$ cat src/rx_line_mon_consts.vh
/*
 * constants for the receive line code error and signal loss monitor:
 * register indices, field positions, thresholds and timing counts.
 * assumes inclusion by bare name from the monitor module.
 */
`ifndef RX_LINE_MON_CONSTS_VH
`define RX_LINE_MON_CONSTS_VH

// ***************************************************************
// register indices (byte address is four times the index)
// ***************************************************************
`define IDX_ONES_INSERT_CTRL 10'h020
`define IDX_RX_CONFIG_ZERO 10'h028
`define IDX_RX_CONFIG_ONE 10'h029
`define IDX_MAINT_CTRL_ONE 10'h02c
`define IDX_MAINT_CTRL_TWO 10'h031
`define IDX_IRQ_ENABLE_ZERO 10'h033
`define IDX_IRQ_ENABLE_ONE 10'h034
`define IDX_IRQ_EDGE_SELECT 10'h035
`define IDX_LINE_STATE_ZERO 10'h036
`define IDX_IRQ_FLAGS_ZERO 10'h03a
`define IDX_IRQ_FLAGS_ONE 10'h03b
`define IDX_ZERO_ERR_COUNT_HIGH 10'h03c
`define IDX_ZERO_ERR_COUNT_LOW 10'h03d

// ***************************************************************
// field positions
// ***************************************************************
`define BIT_ONES_INSERT 0
`define BIT_LINE_CODE_SEL 0
`define BIT_E1_MODE 1
`define BIT_LONG_HAUL 5
`define BIT_CRITERIA_SEL 0
`define BIT_STD_SEL 0
`define LSB_COUNT_SEL 1
`define BIT_REPORT_MODE 3
`define BIT_REPORT_TRIG 4
`define BIT_VIOL 0
`define BIT_EXZ 1
`define BIT_OVF 2
`define COUNT_SEL_ON 2'h1

// ***************************************************************
// reset values
// ***************************************************************
`define RST_BYTE 8'h00
`define RST_THRESHOLD 5'h00

// ***************************************************************
// excess zero limits (run longer than the limit is an error)
// ***************************************************************
`define EXZ_FCC_AMI 8'h50
`define EXZ_B8ZS 8'h07
`define EXZ_HDB3 8'h03

// ***************************************************************
// signal loss declare runs and clear windows, in bit intervals
// ***************************************************************
`define LOS_T1_ANSI_RUN 12'h0af
`define LOS_T1_I431_RUN 12'h608
`define LOS_E1_G775_RUN 12'h020
`define LOS_E1_I431_RUN 12'h800
`define WIN_T1_SIZE 8'h80
`define WIN_T1_MARKS 8'h10
`define WIN_T1_ZEROS 8'h64
`define WIN_E1_SIZE 8'h20
`define WIN_E1_MARKS 8'h04
`define WIN_E1_ZEROS 8'h10

// ***************************************************************
// timing
// ***************************************************************
// one second of the 20 mhz ref_clk, sized to the 25-bit period counter
`define REPORT_CYCLES 25'h1312d00

`endif

$ cat src/rx_line_mon.v
/*
 * receive line code error and signal loss monitor: bipolar, hdb3 and
 * b8zs violation checks, excess zero detection and a 16-bit counter
 * with manual or periodic reporting, signal loss declare and clear,
 * all ones insertion, status flags, interrupt and an apb slave.
 * assumes the analog front end gives per bit interval a strobe, the
 * pulse polarity and two amplitude indications, all asynchronous to
 * ref_clk and each bit interval lasting several ref_clk periods.
 */
// The APB interface to the registers was chosen for this implementation.
`timescale 1ns/1ps
`include "rx_line_mon_consts.vh"

module rx_line_mon #(
   parameter [7:0] EXZ_ANSI_AMI = 8'h0f,
   parameter [24:0] REPORT_CYCLES = `REPORT_CYCLES
) (
   // clock and reset
   input wire ref_clk,
   input wire sys_rst,
   // apb slave
   input wire psel,
   input wire penable,
   input wire pwrite,
   input wire [11:0] paddr,
   input wire [31:0] pwdata,
   output reg [31:0] prdata,
   output reg pready,
   output reg pslverr,
   // front end, asynchronous
   input wire bit_strobe,
   input wire pulse_pos,
   input wire pulse_neg,
   input wire amp_below,
   input wire amp_above,
   // front end control
   output reg [4:0] signal_loss_threshold,
   output reg long_haul,
   // downstream
   output reg rx_data,
   output reg rx_data_valid,
   output reg bpv_event,
   output reg signal_loss_state,
   output reg irq
);

   // ***************************************************************
   // declarations
   // ***************************************************************
   reg [4:0] s1_q;
   reg [4:0] s2_q;
   reg strobe_prev_q;
   reg ones_ins_q;
   reg line_code_select;
   reg e1_mode_q;
   reg signal_loss_criteria_sel;
   reg zero_err_standard_select;
   reg [1:0] zero_err_count_select;
   reg report_mode_sel;
   reg report_trigger;
   reg signal_loss_irq_en;
   reg violation_irq_en;
   reg excess_zero_irq_en;
   reg counter_overflow_irq_en;
   reg signal_loss_edge_sel;
   reg signal_loss_flag;
   reg violation_flag;
   reg excess_zero_flag;
   reg counter_overflow_flag;
   reg [15:0] zero_err_count_q;
   reg [15:0] report_q;
   reg [24:0] sec_cnt_q;
   reg have_mark_q;
   reg last_pol_q;
   reg last_vpol_q;
   reg [7:0] zrun_q;
   reg [2:0] b8_dist_q;
   reg [11:0] low_run_q;
   reg [7:0] win_cnt_q;
   reg [7:0] win_marks_q;
   reg [7:0] win_zrun_q;
   reg win_fail_q;
   reg [31:0] rdata_d;
   reg mapped_d;
   reg [7:0] exz_limit_d;
   reg [11:0] run_limit_d;
   reg [7:0] win_size_d;
   reg [7:0] win_min_d;
   reg [7:0] win_zmax_d;

   wire tick;
   wire mark;
   wire pol;
   wire amp_lo;
   wire amp_hi;
   wire hdb3_mode;
   wire b8zs_mode;
   wire ami_mode;
   wire viol;
   wire bpv;
   wire cv;
   wire b8_first_ok;
   wire b8_second_ok;
   wire hdb3_ok;
   wire excess_zeros;
   wire cnt_en;
   wire sec_tick;
   wire trig_rise;
   wire transfer;
   wire wr;
   wire [9:0] idx;
   wire los_set;
   wire los_clr;
   wire los_next;
   wire [7:0] marks_n;
   wire [7:0] zrun_win_n;
   wire fail_n;
   wire win_end;

   // ***************************************************************
   // front end synchroniser and bit strobe edge
   // ***************************************************************
   // two flops on every asynchronous pin; only s2 feeds logic
   always @(posedge ref_clk or posedge sys_rst) begin
      if (sys_rst) begin
         s1_q <= 5'h00;
         s2_q <= 5'h00;
         strobe_prev_q <= 1'b0;
      end else begin
         s1_q <= {bit_strobe, pulse_pos, pulse_neg, amp_below, amp_above};
         s2_q <= s1_q;
         strobe_prev_q <= s2_q[4];
      end
   end

   // polarity and amplitude are stable when the strobe rises
   assign tick = s2_q[4] & ~strobe_prev_q;
   assign mark = s2_q[3] | s2_q[2];
   assign pol = s2_q[3];
   assign amp_lo = s2_q[1];
   assign amp_hi = s2_q[0];

   // ***************************************************************
   // line code checks
   // ***************************************************************
   assign hdb3_mode = line_code_select & e1_mode_q;
   assign b8zs_mode = line_code_select & ~e1_mode_q;
   assign ami_mode = ~line_code_select;
   assign viol = tick & mark & have_mark_q & (pol == last_pol_q);
   assign bpv = ami_mode & viol;
   // b8zs pattern 000vb0vb: first v after three zeros, second 3 bits on
   assign b8_first_ok = (zrun_q == 8'h03);
   assign b8_second_ok = (b8_dist_q == 3'h3) & (zrun_q == 8'h01);
   // hdb3 v follows 000 or b00 and alternates with the previous v
   assign hdb3_ok = (zrun_q >= 8'h02) & (pol != last_vpol_q);
   assign cv = viol & ((b8zs_mode & ~b8_first_ok & ~b8_second_ok)
      | (hdb3_mode & ~hdb3_ok));

   // excess zero limit by code and standard
   always @* begin
      if (hdb3_mode)
         exz_limit_d = `EXZ_HDB3;
      else if (b8zs_mode)
         exz_limit_d = `EXZ_B8ZS;
      else if (zero_err_standard_select)
         exz_limit_d = `EXZ_FCC_AMI;
      else
         exz_limit_d = EXZ_ANSI_AMI;
   end

   // fires once, on the zero that makes the run exceed the limit
   assign excess_zeros = tick & ~mark & (zrun_q == exz_limit_d);

   // polarity, zero run and b8zs distance tracking
   always @(posedge ref_clk or posedge sys_rst) begin
      if (sys_rst) begin
         have_mark_q <= 1'b0;
         last_pol_q <= 1'b0;
         last_vpol_q <= 1'b0;
         zrun_q <= 8'h00;
         b8_dist_q <= 3'h0;
      end else if (tick) begin
         if (mark) begin
            have_mark_q <= 1'b1;
            last_pol_q <= pol;
            zrun_q <= 8'h00;
         end else if (zrun_q != 8'hff) begin
            zrun_q <= zrun_q + 8'h01;
         end
         if (viol)
            last_vpol_q <= pol;
         if (viol & b8_first_ok)
            b8_dist_q <= 3'h1;
         else if (b8_dist_q != 3'h0 && b8_dist_q != 3'h7)
            b8_dist_q <= b8_dist_q + 3'h1;
      end
   end

   // ***************************************************************
   // excess zero counter and reporting
   // ***************************************************************
   assign cnt_en = excess_zeros & (zero_err_count_select == `COUNT_SEL_ON);
   assign sec_tick = (sec_cnt_q == REPORT_CYCLES - 25'h1);
   assign trig_rise = wr & (idx == `IDX_MAINT_CTRL_TWO)
      & pwdata[`BIT_REPORT_TRIG] & ~report_trigger;
   assign transfer = report_mode_sel ? sec_tick : trig_rise;

   // a copy clears the counter but keeps an event of the same cycle
   always @(posedge ref_clk or posedge sys_rst) begin
      if (sys_rst) begin
         zero_err_count_q <= 16'h0000;
         report_q <= 16'h0000;
         sec_cnt_q <= 25'h0000000;
      end else begin
         sec_cnt_q <= sec_tick ? 25'h0000000 : sec_cnt_q + 25'h0000001;
         if (transfer) begin
            report_q <= zero_err_count_q;
            zero_err_count_q <= {15'h0000, cnt_en};
         end else if (cnt_en && zero_err_count_q != 16'hffff) begin
            zero_err_count_q <= zero_err_count_q + 16'h0001;
         end
      end
   end

   // ***************************************************************
   // signal loss declare and clear
   // ***************************************************************
   always @* begin
      if (e1_mode_q) begin
         run_limit_d = signal_loss_criteria_sel ? `LOS_E1_I431_RUN
            : `LOS_E1_G775_RUN;
         win_size_d = `WIN_E1_SIZE;
         win_min_d = `WIN_E1_MARKS;
         win_zmax_d = `WIN_E1_ZEROS;
      end else begin
         run_limit_d = signal_loss_criteria_sel ? `LOS_T1_I431_RUN
            : `LOS_T1_ANSI_RUN;
         win_size_d = `WIN_T1_SIZE;
         win_min_d = `WIN_T1_MARKS;
         win_zmax_d = `WIN_T1_ZEROS;
      end
   end

   // only marks above the clear threshold count toward density
   assign marks_n = win_marks_q + {7'h00, mark & amp_hi};
   assign zrun_win_n = mark ? 8'h00 : win_zrun_q + 8'h01;
   assign fail_n = win_fail_q | (zrun_win_n >= win_zmax_d);
   assign win_end = (win_cnt_q == win_size_d - 8'h01);
   assign los_set = tick & ~signal_loss_state & amp_lo
      & (low_run_q == run_limit_d - 12'h001);
   assign los_clr = tick & signal_loss_state & win_end
      & ~fail_n & (marks_n >= win_min_d);
   assign los_next = (signal_loss_state | los_set) & ~los_clr;

   // a failing block is thrown away whole and the next one begins
   always @(posedge ref_clk or posedge sys_rst) begin
      if (sys_rst) begin
         signal_loss_state <= 1'b0;
         low_run_q <= 12'h000;
         win_cnt_q <= 8'h00;
         win_marks_q <= 8'h00;
         win_zrun_q <= 8'h00;
         win_fail_q <= 1'b0;
      end else begin
         signal_loss_state <= los_next;
         if (tick) begin
            if (amp_lo && low_run_q != 12'hfff)
               low_run_q <= low_run_q + 12'h001;
            else if (!amp_lo)
               low_run_q <= 12'h000;
            if (!signal_loss_state || win_end) begin
               win_cnt_q <= 8'h00;
               win_marks_q <= 8'h00;
               win_zrun_q <= 8'h00;
               win_fail_q <= 1'b0;
            end else begin
               win_cnt_q <= win_cnt_q + 8'h01;
               win_marks_q <= marks_n;
               win_zrun_q <= zrun_win_n;
               win_fail_q <= fail_n;
            end
         end
      end
   end

   // ***************************************************************
   // data out, events, status flags, interrupt
   // ***************************************************************
   assign wr = psel & penable & pwrite & ~pready;
   assign idx = paddr[11:2];

   // hardware set wins over a write-one-to-clear in the same cycle
   always @(posedge ref_clk or posedge sys_rst) begin
      if (sys_rst) begin
         rx_data <= 1'b0;
         rx_data_valid <= 1'b0;
         bpv_event <= 1'b0;
         signal_loss_flag <= 1'b0;
         violation_flag <= 1'b0;
         excess_zero_flag <= 1'b0;
         counter_overflow_flag <= 1'b0;
         irq <= 1'b0;
      end else begin
         rx_data_valid <= tick;
         if (tick)
            rx_data <= mark | (signal_loss_state & ones_ins_q);
         bpv_event <= bpv;
         if (wr && idx == `IDX_IRQ_FLAGS_ZERO && pwdata[0])
            signal_loss_flag <= 1'b0;
         if (wr && idx == `IDX_IRQ_FLAGS_ONE) begin
            if (pwdata[`BIT_VIOL])
               violation_flag <= 1'b0;
            if (pwdata[`BIT_EXZ])
               excess_zero_flag <= 1'b0;
            if (pwdata[`BIT_OVF])
               counter_overflow_flag <= 1'b0;
         end
         if (los_next != signal_loss_state
             && (los_next || signal_loss_edge_sel))
            signal_loss_flag <= 1'b1;
         if (bpv | cv)
            violation_flag <= 1'b1;
         if (excess_zeros)
            excess_zero_flag <= 1'b1;
         if (cnt_en && !transfer && zero_err_count_q == 16'hffff)
            counter_overflow_flag <= 1'b1;
         irq <= (violation_flag & violation_irq_en)
            | (excess_zero_flag & excess_zero_irq_en)
            | (counter_overflow_flag & counter_overflow_irq_en)
            | (signal_loss_flag & signal_loss_irq_en);
      end
   end

   // ***************************************************************
   // apb registers
   // ***************************************************************
   // control writes land on the access cycle that raises pready
   always @(posedge ref_clk or posedge sys_rst) begin
      if (sys_rst) begin
         ones_ins_q <= 1'b0;
         line_code_select <= 1'b0;
         e1_mode_q <= 1'b0;
         signal_loss_threshold <= `RST_THRESHOLD;
         long_haul <= 1'b0;
         signal_loss_criteria_sel <= 1'b0;
         zero_err_standard_select <= 1'b0;
         zero_err_count_select <= 2'h0;
         report_mode_sel <= 1'b0;
         report_trigger <= 1'b0;
         signal_loss_irq_en <= 1'b0;
         violation_irq_en <= 1'b0;
         excess_zero_irq_en <= 1'b0;
         counter_overflow_irq_en <= 1'b0;
         signal_loss_edge_sel <= 1'b0;
      end else if (wr) begin
         case (idx)
            `IDX_ONES_INSERT_CTRL: ones_ins_q <= pwdata[`BIT_ONES_INSERT];
            `IDX_RX_CONFIG_ZERO: begin
               line_code_select <= pwdata[`BIT_LINE_CODE_SEL];
               e1_mode_q <= pwdata[`BIT_E1_MODE];
            end
            `IDX_RX_CONFIG_ONE: begin
               signal_loss_threshold <= pwdata[4:0];
               long_haul <= pwdata[`BIT_LONG_HAUL];
            end
            `IDX_MAINT_CTRL_ONE:
               signal_loss_criteria_sel <= pwdata[`BIT_CRITERIA_SEL];
            `IDX_MAINT_CTRL_TWO: begin
               zero_err_standard_select <= pwdata[`BIT_STD_SEL];
               zero_err_count_select <= pwdata[`LSB_COUNT_SEL +: 2];
               report_mode_sel <= pwdata[`BIT_REPORT_MODE];
               report_trigger <= pwdata[`BIT_REPORT_TRIG];
            end
            `IDX_IRQ_ENABLE_ZERO: signal_loss_irq_en <= pwdata[0];
            `IDX_IRQ_ENABLE_ONE: begin
               violation_irq_en <= pwdata[`BIT_VIOL];
               excess_zero_irq_en <= pwdata[`BIT_EXZ];
               counter_overflow_irq_en <= pwdata[`BIT_OVF];
            end
            `IDX_IRQ_EDGE_SELECT: signal_loss_edge_sel <= pwdata[0];
            default: ones_ins_q <= ones_ins_q;
         endcase
      end
   end

   // read mux; narrower registers sit in the low byte
   always @* begin
      rdata_d = 32'h00000000;
      mapped_d = 1'b1;
      case (idx)
         `IDX_ONES_INSERT_CTRL: rdata_d[0] = ones_ins_q;
         `IDX_RX_CONFIG_ZERO:
            rdata_d[1:0] = {e1_mode_q, line_code_select};
         `IDX_RX_CONFIG_ONE:
            rdata_d[5:0] = {long_haul, signal_loss_threshold};
         `IDX_MAINT_CTRL_ONE: rdata_d[0] = signal_loss_criteria_sel;
         `IDX_MAINT_CTRL_TWO:
            rdata_d[4:0] = {report_trigger, report_mode_sel,
               zero_err_count_select, zero_err_standard_select};
         `IDX_IRQ_ENABLE_ZERO: rdata_d[0] = signal_loss_irq_en;
         `IDX_IRQ_ENABLE_ONE:
            rdata_d[2:0] = {counter_overflow_irq_en, excess_zero_irq_en,
               violation_irq_en};
         `IDX_IRQ_EDGE_SELECT: rdata_d[0] = signal_loss_edge_sel;
         `IDX_LINE_STATE_ZERO: rdata_d[0] = signal_loss_state;
         `IDX_IRQ_FLAGS_ZERO: rdata_d[0] = signal_loss_flag;
         `IDX_IRQ_FLAGS_ONE:
            rdata_d[2:0] = {counter_overflow_flag, excess_zero_flag,
               violation_flag};
         `IDX_ZERO_ERR_COUNT_HIGH: rdata_d[7:0] = report_q[15:8];
         `IDX_ZERO_ERR_COUNT_LOW: rdata_d[7:0] = report_q[7:0];
         default: mapped_d = 1'b0;
      endcase
   end

   // one wait state: pready is high on the second access cycle
   always @(posedge ref_clk or posedge sys_rst) begin
      if (sys_rst) begin
         pready <= 1'b0;
         pslverr <= 1'b0;
         prdata <= 32'h00000000;
      end else begin
         pready <= psel & penable & ~pready;
         pslverr <= psel & penable & ~pready & ~mapped_d;
         prdata <= (psel & penable & ~pready & ~pwrite) ? rdata_d
            : 32'h00000000;
      end
   end

endmodule // rx_line_mon

$ cat config.mk
export PLATFORM = sky130hd
export DESIGN_NAME = rx_line_mon
export DESIGN_NICKNAME = d
export VERILOG_FILES = /design/src/rx_line_mon.v
export VERILOG_INCLUDE_DIRS = /design/src /design/src/src
export SDC_FILE = /design/constraint.sdc
export NUM_CORES = 1
export LEC_CHECK = 0
export BUFFER_PORTS_ARGS = -buffer_cell sky130_fd_sc_hd__clkbuf_2
export CAP_MARGIN = 0
export CORE_MARGIN = 2
export CORE_UTILIZATION = 58
export DETAILED_ROUTE_END_ITERATION = 10
export PLACE_DENSITY = 0.82
export SLEW_MARGIN = 20
export SYNTH_ARGS = -nofsm -noshare
export SYNTH_HDL_FRONTEND = slang
export SYNTH_SLANG_ARGS = --single-unit
$ cat constraint.sdc
create_clock -name ref_clk -period 5.3 [get_ports ref_clk]
set_input_delay 0 -clock ref_clk [delete_from_list [all_inputs] [get_ports ref_clk]]
set_output_delay 0 -clock ref_clk [all_outputs]
set_load 0.01 [all_outputs]
## Word-level counts from Yosys, hierarchy flattened

Index checks and enable logic that the tools add are counted.

- Output and inout port bits: 45
- Register bits after elaboration: 158
- Input bits: 54

- Mux-type cells: 43
- $lt $le $gt $ge: 3
- Bitwise logic cells: 63
- Equality and inequality tests: 30
- Add/sub/neg operators: 10
- Reductions and logical operators: 41

Operators by type and width:

| kind | count |
|---|---|
| equality test 10 x 6 -> 1 bit, second input constant | 13 |
| 2-to-1 mux 8 bit | 8 |
| 2-to-1 mux 12 bit | 4 |
| AND 1 bit | 40 |
| 2-to-1 mux 16 bit | 2 |
| AND reduction 2 bit | 16 |
| 2-to-1 mux 7 bit | 4 |
| adder 25 x 1 -> 25 bit, second input constant | 1 |
| equality test 25 bit, second input constant | 1 |
| 2-to-1 mux 25 bit | 1 |
| adder 8 x 1 -> 8 bit, second input constant | 3 |
| nonzero test 2 bit | 10 |
| adder 16 x 1 -> 16 bit, second input constant | 1 |
| equality test 16 bit, second input constant | 1 |
| equality test 8 bit | 2 |
| greater-or-equal comparator 8 bit | 2 |
| != test 16 bit, second input constant | 1 |
| 2-to-1 mux 1 bit | 14 |
| NOT 1 bit | 14 |
| case mux 1 bit (13 select lines) | 1 |
| OR reduction 13 bit | 1 |
| adder 12 x 1 -> 12 bit, second input constant | 1 |
| equality test 12 bit | 1 |
| != test 12 bit, second input constant | 1 |
| other kinds (27) | 47 |

## Longest topological paths before layout

Gate-level depths: netlist of run 1.

- Depth after elaboration: 12
- Gate-level depth with buffers: 13
- Depth with buffers taken out: 11

## Least setup slack after synthesis of run 1

Ideal clock, no wire load.

- Kind: register to register
- Start: reg s2_q[3]
- End: reg signal_loss_state
- Cell stages (with the launch flop): 13
- Setup slack: 2.248 ns
- Data arrival time: 2.924 ns
- Clock period less this slack: 3.052 ns
- Data required time: 5.172 ns
- Path buffers: 2
- Cells stage by stage: dfrtp_1 > or2_1 > clkbuf_1 > clkbuf_1 > and2_1 > ha_1 > ha_1 > nand3_1 > xnor2_1 > ha_1 > a221oi_1 > or4_1 > a21boi_1

- Cells in the longest elaborated chain, start to end: 9
- Elaborated cells on any way between the ends: 12
- Classes of those cells: add/sub: 1; order compare: 2; mux: 1; bitwise: 8

Ends and longest elaborated chain:

| element | line | source |
|---|---|---|
| from (decl) | rx_line_mon.v:51 | `reg [4:0] s2_q;` |
| from (signal assigned) | rx_line_mon.v:131 | `s2_q <= s1_q;` |
| OR 1 bit (*) | rx_line_mon.v:138 | `assign mark = s2_q[3] \| s2_q[2];` |
| parallel branches: the longest is 5 deep, another holds adder 8 x 1 -> 8 bit | -- |  |
| AND 1 bit (*) | rx_line_mon.v:252 | `& ~fail_n & (marks_n >= win_min_d);` |
| NOT 1 bit (*) | rx_line_mon.v:253 | `assign los_next = (signal_loss_state \| los_set) & ~los_clr;` |
| AND 1 bit (*) | rx_line_mon.v:253 |  |
| named net los_next | rx_line_mon.v:114 | `wire los_next;` |
| to (signal assigned) | rx_line_mon.v:265 | `signal_loss_state <= los_next;` |
| to (decl) | rx_line_mon.v:43 | `output reg signal_loss_state,` |

Mark *: on every way through the listed nets, which the timed path passes.
A chain may end at the register's enable or synchronous reset.

## Worst setup path in the final report of run 1

Same ends and word-level chain as after synthesis.

==> results of run 1 <==
==> sequential cells by signal, summed over array words and instances, names as in the netlist, 2 cells and up <==
register / flops
win_marks_q: 8
sec_cnt_q: 25
prdata: 8
signal_loss_threshold: 5
s1_q: 5
low_run_q: 12
s2_q: 5
win_cnt_q: 8
zrun_q: 8
zero_err_count_select: 2
b8_dist_q: 3
report_q: 16
win_zrun_q: 8
zero_err_count_q: 16
==> kinds of logic after synthesis <==
family,synth area share (%)
simple gates,22.18
flops,46.30
compound gates,10.73
buf+inv,4.952
xor+xnor,6.769
mux,5.509
fa+ha+maj,3.517
other cells,0.04391
==> metal layers <==
layer | vias up | track usage (%) | part of all wire, %
li1 | 3115 | - | -
met1 | 3202 | 31.72 | 44
met3 | 38 | 5.605 | 4.4
met2 | 169 | 38.04 | 49
met4 | 0 | 9.412 | 2.0
met5 | - | 0 | 0
==> power groups by stage <==
stage / sequential, uW / clock (uW) / combinational, uW
6_report: 1250 / 1150 / 156
5_1_grt: 1260 / 1230 / 182
4_1_cts: 1250 / 1170 / 158
3_5_place_dp: 1280 / 0 / 148
3_3_place_gp: 1280 / 0 / 144
2_1_floorplan: 1270 / 0 / 120
==> worst reg2reg max path, stage by stage (launching register included) <==
cell and delay, ps:
sky130_fd_sc_hd__dfrtp_1 450, sky130_fd_sc_hd__or2_1 560, sky130_fd_sc_hd__and2_1 220, sky130_fd_sc_hd__ha_1 160, sky130_fd_sc_hd__ha_1 260, sky130_fd_sc_hd__nand3_1 200, sky130_fd_sc_hd__xnor2_1 190, sky130_fd_sc_hd__ha_1 280
sky130_fd_sc_hd__a221oi_1 70, sky130_fd_sc_hd__or4_1 580, sky130_fd_sc_hd__a21boi_1 160
==> layout by cell type (no fill, tap or decap), types with 14 or more instances in the layout <==
cell / Yosys / layout
sky130_fd_sc_hd__a21oi_1: 22 / 22
sky130_fd_sc_hd__and3_1: 18 / 18
sky130_fd_sc_hd__clkbuf_16: 0 / 17
sky130_fd_sc_hd__clkbuf_2: 0 / 46
sky130_fd_sc_hd__conb_1: 1 / 24
sky130_fd_sc_hd__dfrtp_1: 158 / 158
sky130_fd_sc_hd__dlygate4sd3_1: 0 / 14
sky130_fd_sc_hd__ha_1: 24 / 24
sky130_fd_sc_hd__inv_1: 19 / 18
sky130_fd_sc_hd__mux2_1: 17 / 17
sky130_fd_sc_hd__mux2_2: 19 / 19
sky130_fd_sc_hd__nand2_1: 83 / 83
sky130_fd_sc_hd__nand3_1: 50 / 50
sky130_fd_sc_hd__nand4_1: 17 / 17
sky130_fd_sc_hd__nor2_1: 74 / 74
sky130_fd_sc_hd__nor3_1: 22 / 22
sky130_fd_sc_hd__o21ai_0: 35 / 35
sky130_fd_sc_hd__xnor2_1: 33 / 33
sky130_fd_sc_hd__xor2_1: 33 / 33
==> final timing paths <==
path	startpoint	endpoint	slack [ps]	cells after the start
setup reg to reg	s2_q[3]	signal_loss_state	2050	10
hold / removal	paddr[8]	prdata[0]	30	5
hold reg to reg	s1_q[0]	s2_q[0]	350	0
max in group asynchronous	sys_rst	zero_err_count_q[10]	3710	4
min in group asynchronous	sys_rst	s2_q[2]	310	3
setup / recovery	s2_q[3]	signal_loss_state	2050	10
==> final cells by class <==
class | instances | area, um2 | area share, %
multi-input combinational | 640 | 4249 | 44.83
sequential | 158 | 3954 | 41.72
timing repair buffer | 66 | 415.4 | 4.383
inverter | 20 | 80.08 | 0.8449
clock inverter | 14 | 120.1 | 1.267
clock buffer | 18 | 429.2 | 4.528
tap | 184 | 230.2 | 2.429
==> metrics by stage <==
| step | cells | power (uW) | area (um2) | setup slack (ps) |
|---|---|---|---|---|
| 6_report | 1100 | 2560 | 9478 | 2049 |
| 5_1_grt | 1100 | 2669 | 9478 | 1819 |
| 4_1_cts | 1100 | 2578 | 9478 | 2021 |
| 3_5_place_dp | 1054 | 1425 | 8788 | 2041 |
| 3_3_place_gp | 1054 | 1419 | 8788 | 2126 |
| 2_1_floorplan | 875 | 1392 | 8626 | 1037 |
==> timing repair <==
action                     in CTS  in global routing
setup endpoints to repair       0                  0
hold endpoints to repair      125                  0
hold buffers                   14                  0
==> results.ini, run 1 <==
[sta]
max_slew.worst_pin.slew_ps=836.0
final_hold_viol_count=0
finClkSkew_ps=8.208
fmax_mhz=307.6
timing.final.max_slew_violations=0
totalNegativeSetupSlack_ps=0
post-route-period-util_pct=61.35
timing.final.setup_violations=0
holdWs_ps=30.69
setup_repair_after_global_routing_missed_its_margin=false
post-route-min-period_ps=3251
slew_headroom_pct=43.80

[global_route]
grt_first_pass_wirelength_mm=30.66
grt_remaining_overflow=0
antenna_violations_before_repair=0
grt_max_degree=97
gr-usage-all-layers_pct=23.82
grt_pass1_vias=6333

[power]
cellPowerDensity_nw_per_um2=270.1
power.sequential.fraction_pct=49.0
power.switching_fraction_pct=25.88
ir_drop_mv=0.2369
intPower_uw=1898
power.net_switching_uw=662.8
relative_contribution_of_combinational_cells_to_total_power_pct=6.1
power.leakage_uw=0.004191
power_share_of_the_clock_group_pct=44.9

[floorplanning]
row_count=44
initial_core_util_pct=58.98
die_y_um=125.3
fp.dieArea_um2=15710
chipWidth_um=125.3
core_um2=14480
top_level_ports=99

[yosys]
synthTopCellsByArea=sky130_fd_sc_hd__dfrtp_1 (46%), sky130_fd_sc_hd__nand2_1 (3.6%), sky130_fd_sc_hd__ha_1 (3.5%)
synth_edf_count=0
syn-instance-count=852
ys_dominant_reg_cell=sky130_fd_sc_hd__dfrtp_1
synth_sequential_area_ratio_pct=46.30
synth_area_leader=sky130_fd_sc_hd__dfrtp_1
synthArstFlopShare_pct=100.0
syn_avg_cell_area_um2=10.02
ys_ff_latch=158
yosys.cell_types.count=72
yosys.cell_count.top_type=sky130_fd_sc_hd__dfrtp_1
syn-cell-area_um2=8539
ys_top_cells_by_count=sky130_fd_sc_hd__dfrtp_1 (158), sky130_fd_sc_hd__nand2_1 (83), sky130_fd_sc_hd__nor2_1 (74), sky130_fd_sc_hd__nand3_1 (50), sky130_fd_sc_hd__o21ai_0 (35)
synth.yosys.warnings=0
netlist.area_leader.share_pct=46.30

[detailed_routing]
routed_wire_length_per_instance_um=16.15
avgViaCountPerCell=5.931
firstDrtPassIters=6
vias=6524
drt-initial-drc-count=656
postRouteWirelength_mm=17.77
number_of_design_rule_violations_left_after_detail_routing=0
final_antenna_net_count=0

[cts]
post-cts-setup-buffers=0
worstSkewPairLatency_ps=430
tritoncts_clock_tree=done
cts.sinks=158
tritoncts.num_buffers=17
ctsHtreeMaxLevel=4
cts.repair.resized=0
cts-root-to-sink-buffers=2
root_buffer=sky130_fd_sc_hd__clkbuf_16
clkSlewWorstSetupHoldPaths_ps=70

[worst_setup_path]
path_max_fanout=16
critical-path-slowest-cell=sky130_fd_sc_hd__or4_1
worstSetupEndpointType=register
cp_num_buf_inv=0
critPathLaunchType=register
critPathRequiredTime_ps=5610
path_common_cell=sky130_fd_sc_hd__ha_1
worst-endpoint-arrival_ps=3560
path_delay_family=simple AND/OR/NAND/NOR gates
setup.worst_path.class=register to register
critPathMaxStageDelay_ps=580
crit_chain=or2_1, and2_1, ha_1, ha_1, nand3_1, xnor2_1, ha_1, a221oi_1, or4_1, a21boi_1

[final_layout]
drive_above_1_share_pct=13.76
post-route-util_pct=65.46
p_r_area_growth_vs_syn_pct=10.99
insertedDiodeCount=0
finalNetCount=981
num-fill-cells=1109

[run_status]
status=completed

[placed_design]
place_hpwl_mm=11.67
place.port_buffers=46
routabilityCongestion=0.8938

[min_path]
min-delay-path-class=input pin to register

[job]
maxCapViolations=0

No activity file was read; power rests on OpenSTA's default activity.
==> run 2, diff against run 1 <==
==> constraint.sdc (replaced) <==
create_clock -name ref_clk -period 3.4 [get_ports ref_clk]
set_input_delay 0 -clock ref_clk [delete_from_list [all_inputs] [get_ports ref_clk]]
set_output_delay 0 -clock ref_clk [all_outputs]
set_load 0.01 [all_outputs]
==> run 2 against run 1 <==
Effect of this change: critical endpoint unchanged; die area stayed put; routed wire length is 2.0% higher; combinational power is 62% higher; global-route usage is 0.53 points higher; highest routed layer unchanged; critical path type unchanged; via count is 0.66% higher.
==> results.ini, run 2 (synthesis results as in run 1) <==
[run_status]
status=completed

[worst_setup_path]
worstSetupEndpointType=register
critPathLaunchType=register
critPathRequiredTime_ps=3700
setup.worst_path.class=register to register
worst-endpoint-arrival_ps=3210
critPathMaxStageDelay_ps=570
critical-path-slowest-cell=sky130_fd_sc_hd__or4_1
path_max_fanout=6
cp_num_buf_inv=0
crit_chain=or2_1, and2_1, ha_1, ha_1, nand3_1, xnor2_1, ha_1, a221oi_1, or4_1, a21boi_1
path_delay_family=simple AND/OR/NAND/NOR gates
path_common_cell=sky130_fd_sc_hd__ha_1

[final_layout]
regMostFlops=sec_cnt_q
top_regs=sec_cnt_q (25), report_q (16), zero_err_count_q (16)
largest_reg_flops=25
layout_common_cells=sky130_fd_sc_hd__dfrtp_1 (158), sky130_fd_sc_hd__nand2_1 (83), sky130_fd_sc_hd__nor2_1 (74)
p_r_area_growth_vs_syn_pct=11.79
finalNetCount=987
post-route-util_pct=65.94
drive_above_1_share_pct=14.22
layout.cells.most_common=sky130_fd_sc_hd__dfrtp_1
num-fill-cells=1109
insertedDiodeCount=0

[cts]
cts-root-to-sink-buffers=2
worstSkewPairLatency_ps=440
root_buffer=sky130_fd_sc_hd__clkbuf_16
clkSlewWorstSetupHoldPaths_ps=70
cts.sinks=158
ctsHtreeMaxLevel=4
tritoncts_clock_tree=done
tritoncts.num_buffers=17

[min_path]
min-delay-path-class=input pin to register

[global_route]
grt_remaining_overflow=0
grt_max_degree=82
grt_pass1_vias=6527
gr-usage-all-layers_pct=24.34
antenna_violations_before_repair=0
grt_first_pass_wirelength_mm=31.08

[floorplanning]
core_um2=14480
initial_core_util_pct=58.98
fp.dieArea_um2=15710
die_y_um=125.3
chipWidth_um=125.3
row_count=44
top_level_ports=99

[job]
maxCapViolations=0

[detailed_routing]
number_of_design_rule_violations_left_after_detail_routing=0
total_length_of_routed_met3_wires_um=769
final_antenna_net_count=0
vias=6567
firstDrtPassIters=5
wire_length_the_detailed_router_placed_on_met1_mm=7.745
avgViaCountPerCell=5.943
routed_wire_length_per_instance_um=16.40
dr.max_layer_used=met4
drt-initial-drc-count=501
met2_length_mm=9.124
postRouteWirelength_mm=18.12

[power]
power.net_switching_uw=1018
intPower_uw=3025
cellPowerDensity_nw_per_um2=423.5
power.switching_fraction_pct=25.18
power_share_of_the_clock_group_pct=45.4
power.sequential.fraction_pct=48.4
ir_drop_mv=0.3821
power.leakage_uw=0.004219
relative_contribution_of_combinational_cells_to_total_power_pct=6.2

[sta]
post-route-min-period_ps=2907
post-route-period-util_pct=85.51
holdWs_ps=52.66
totalNegativeSetupSlack_ps=0
timing.final.max_slew_violations=0
final_hold_viol_count=0
finClkSkew_ps=8.243
timing.final.setup_violations=0
fmax_mhz=344.0
setup_repair_after_global_routing_missed_its_margin=false
max_slew.worst_pin.slew_ps=956.8
slew_headroom_pct=36.08

[placed_design]
place_hpwl_mm=12.15
routabilityCongestion=0.8835
place.port_buffers=46

[run 2: what timing repair did]
action	4_1_cts	5_1_grt
hold endpoints to repair	73	0
hold buffers	14	0
endpoints found under the setup margin	0	0
setup buffers	0	0
resized for setup	0	0
[run 2: path summary, 6_finish.rpt]
path	to	start	slack, ps	depth (start not counted)
max in group asynchronous	report_q[10]	sys_rst	2160	4
min	prdata[0]	paddr[9]	50	5
max	signal_loss_state	s2_q[3]	490	10
max reg2reg	signal_loss_state	s2_q[3]	490	10
min reg2reg	s2_q[1]	s1_q[1]	350	0
min in group asynchronous	strobe_prev_q	sys_rst	310	3
[run 2: worst register-to-register path: cells and delay by family, from the launching register on]
family | cells | cell delay, ps
flip-flops | 1 | 460
adder cells (fa/ha/maj) | 3 | 750
AO/OA/AOI/OAI | 2 | 260
XOR/XNOR | 1 | 120
AND/OR/NAND/NOR | 4 | 1190
[run 2: per-stage QoR]
| stage | area [um2] | cells | total power (uW) | worst slack (ps) |
|---|---|---|---|---|
| 2_1_floorplan | 8630 | 875 | 2171 | 348.4 |
| 3_3_place_gp | 8845 | 1060 | 2218 | 648.1 |
| 3_5_place_dp | 8845 | 1060 | 2230 | 588.6 |
| 4_1_cts | 9547 | 1105 | 4079 | 513.6 |
| 5_1_grt | 9547 | 1105 | 4189 | 367.6 |
| 6_report | 9547 | 1105 | 4043 | 492.7 |
[run 2: final cells by class]
class / count / area (um2) / share of cell area [%]
clock buffer: 18 / 429.2 / 4.495
clock inverter: 13 / 132.6 / 1.389
inverter: 20 / 78.83 / 0.8257
multi-input combinational: 640 / 4249 / 44.51
sequential: 158 / 3954 / 41.42
tap: 184 / 230.2 / 2.412
timing repair buffer: 72 / 473.0 / 4.954
[run 2: power by group through the flow]
stage	Sequential, uW	Clock (uW)	Combinational [uW]
global route	1960	1940	289
detailed placement	1990	0	240
finish	1960	1830	252
CTS	1960	1870	254
floorplan	1980	0	188
global placement	1990	0	230
[run 2: layer usage]
metal | up-vias | global-route usage, %
li1 | 3120 | -
met1 | 3232 | 30.73
met2 | 172 | 40.86
met3 | 43 | 4.279
met4 | 0 | 11.70
met5 | - | 0
==> run 3, diff against run 2 <==
--- a/config.mk
+++ b/config.mk
@@ -6,6 +6,7 @@
 export SDC_FILE = /design/constraint.sdc
 export NUM_CORES = 1
 export LEC_CHECK = 0
+export ABC_AREA = 1
 export BUFFER_PORTS_ARGS = -buffer_cell sky130_fd_sc_hd__clkbuf_2
 export CAP_MARGIN = 0
 export CORE_MARGIN = 2
==> run 3 against run 2 <==
Effect of this change: synthesized cell count up 31%; area after synthesis up 4.6%; routed wire length up 13%; count of clock-buffer cells in the layout unchanged; sequential power about the same; total power up 1.9%; maximum frequency up 8.4%; via count up 19%; non-clock buffer count down 6; critical path type is now input pin to register; largest cell class unchanged.
==> results.ini, run 3 <==
[run_status]
status=completed

[final_layout]
top_regs=sec_cnt_q (25), report_q (16), zero_err_count_q (16)
finalNetCount=1268
p_r_area_growth_vs_syn_pct=12.14
largest_reg_flops=25
drive_above_1_share_pct=11.31
layout_common_cells=sky130_fd_sc_hd__nand2_1 (236), sky130_fd_sc_hd__dfrtp_1 (158), sky130_fd_sc_hd__inv_1 (155)
instances_no_fill=1390
insertedDiodeCount=0
regMostFlops=sec_cnt_q
num-fill-cells=1220
layout.cells.most_common=sky130_fd_sc_hd__nand2_1

[min_path]
min-delay-path-class=input pin to register
hold_depth=4

[yosys]
synth_area_leader=sky130_fd_sc_hd__dfrtp_1
yosys.cell_count.top_type=sky130_fd_sc_hd__nand2_1
ys_top_cells_by_count=sky130_fd_sc_hd__nand2_1 (236), sky130_fd_sc_hd__dfrtp_1 (158), sky130_fd_sc_hd__inv_1 (156), sky130_fd_sc_hd__nor2_1 (97), sky130_fd_sc_hd__nand3_1 (88)
synth.yosys.warnings=0
synth_sequential_area_ratio_pct=44.25
syn_avg_cell_area_um2=7.979
synth-adder-area-share_pct=3.360
synthMuxAreaShare_pct=0.2520
netlist.area_leader.share_pct=44.25
synth-simple-area-share_pct=28.16
synth_edf_count=0
yosys.cell_types.count=51
synthTopCellsByArea=sky130_fd_sc_hd__dfrtp_1 (44%), sky130_fd_sc_hd__nand2_1 (9.9%), sky130_fd_sc_hd__inv_1 (6.6%)
ys_dominant_reg_cell=sky130_fd_sc_hd__dfrtp_1
synthArstFlopShare_pct=100.0
synth_compound_area_share_pct=10.29
synth_top_family_by_area=simple AND/OR/NAND/NOR gates
ys_ff_latch=158
syn-cell-area_um2=8936
syn-instance-count=1120
synth_xor_xnor_area_share_pct=3.822

[power]
ir_drop_mv=0.3990
power_uw=4119
cellPowerDensity_nw_per_um2=411.1
power.leakage_uw=0.004968

[cts]
worstSkewPairLatency_ps=430
clkSlewWorstSetupHoldPaths_ps=60
cts-root-to-sink-buffers=2
ctsHtreeMaxLevel=4
cts.sinks=158
tritoncts_clock_tree=done
root_buffer=sky130_fd_sc_hd__clkbuf_16
post-cts-setup-buffers=0
cts.repair.resized=0
post_cts_hold_buffer_count=15
tritoncts.num_buffers=17

[sta]
totalNegativeSetupSlack_ps=0
finClkSkew_ps=8.323
slew_headroom_pct=42.68
setup_repair_after_global_routing_missed_its_margin=false
post-route-period-util_pct=78.86
max_slew.worst_pin.slew_ps=858.0
final_hold_viol_count=0
post-route-min-period_ps=2681
fmax_mhz=373.0
timing.final.setup_violations=0
holdWs_ps=31.15
timing.final.max_slew_violations=0

[detailed_routing]
vias=7817
firstDrtPassIters=5
avgViaCountPerCell=5.624
number_of_design_rule_violations_left_after_detail_routing=0
final_antenna_net_count=0
routed_wire_length_per_instance_um=14.69
postRouteWirelength_mm=20.42
drt-initial-drc-count=820

[placed_design]
routabilityCongestion=0.9370
place_hpwl_mm=14.31
place.port_buffers=46
placedCellCount=1344

[job]
maxCapViolations=0

[floorplanning]
top_level_ports=99
initial_core_util_pct=59.00
row_count=45
core_um2=15150
die_y_um=128.1
fp.dieArea_um2=16420
chipWidth_um=128.1

[worst_setup_path]
path_max_fanout=26
setup.worst_path.class=input pin to register
critPathRequiredTime_ps=3720
worstSetupEndpointType=register
worst_r2r_path_depth=17
worst-endpoint-arrival_ps=3000
regToRegSetupSlack_ps=730
critPathLaunchType=input pin

[global_route]
grt_remaining_overflow=0
gr-usage-all-layers_pct=25.73
grt_first_pass_wirelength_mm=33.79
grt_max_degree=89
antenna_violations_before_repair=0
grt_pass1_vias=7305

==> run 3: cell count changes in the layout (fill, tap and decap cells not counted), sizes merged, moves of 31 or more <==
cell / delta
nor2: +31
inv: +141
mux2: -35
nand2: +164
xnor2: -31
nand3: +44
==> run 3: worst paths after layout <==
path,start,end
setup / recovery,penable,zero_err_count_q[6]
setup reg to reg,s2_q[3],signal_loss_flag
min in group asynchronous,sys_rst,s1_q[1]
max in group asynchronous,sys_rst,pslverr
hold reg to reg,s1_q[1],s2_q[1]
hold / removal,paddr[3],pslverr
==> run 3: worst max-delay path, cell delays in order <==
cell                            delay (ps)
sky130_fd_sc_hd__dlygate4sd3_1         540
sky130_fd_sc_hd__clkbuf_2              100
sky130_fd_sc_hd__nand2_1                30
sky130_fd_sc_hd__dlygate4sd3_1         570
sky130_fd_sc_hd__nor2_2                160
sky130_fd_sc_hd__nand2_2               160
sky130_fd_sc_hd__nor4_1                570
sky130_fd_sc_hd__nand4_1               210
sky130_fd_sc_hd__nand2_2               220
sky130_fd_sc_hd__inv_2                 200
sky130_fd_sc_hd__nand3_1               160
sky130_fd_sc_hd__nand2_1                60
==> run 3: metal layers <==
| layer | vias up | track usage [%] | wire length [um] |
|---|---|---|---|
| met5 | - | 0 | 0 |
| met4 | 0 | 10.28 | 500 |
| met3 | 57 | 5.634 | 1172 |
| met2 | 292 | 42.56 | 9997 |
| met1 | 3703 | 33.13 | 8750 |
| li1 | 3765 | - | - |
==> run 3: logic make-up after synthesis <==
logic type	count (synthesis)
buffers and inverters	201
other	1
and+or+nand+nor	538
adders and majority gates	24
muxes	2
DFF	158
AOI/OAI and AO/OA	157
xor gates and xnor gates	39
==> run 3: cell type report <==
type	instances	area [um2]	share of cell area, %
sequential	158	3954	39.46
clock buffer	18	439.2	4.383
inverter	163	618.1	6.168
multi-input combinational	784	4190	41.82
clock inverter	13	153.9	1.536
tap	188	235.2	2.347
timing repair buffer	66	430.4	4.295
==> run 3: per-stage QoR <==
stage / cell area, um2 / setup WS [ps] / utilization [%]
2_1_floorplan: 9026 / 1106 / -
3_3_place_gp: 9278 / 847.6 / 61.26
3_5_place_dp: 9278 / 821.1 / 61.26
4_1_cts: 10020 / 735.5 / 66.16
5_1_grt: 10020 / 427.6 / 66.16
6_report: 10020 / 718.8 / 66.16
==> run 3: power by group <==
part / total [uW] / switching (uW) / internal, uW / leakage (uW)
combinational: 255 / 172 / 82.3 / 0.00259
clock: 1920 / 807 / 1110 / 0.000278
sequential: 1950 / 27.4 / 1920 / 0.00210
total: 4120 / 1010 / 3110 / 0.00497
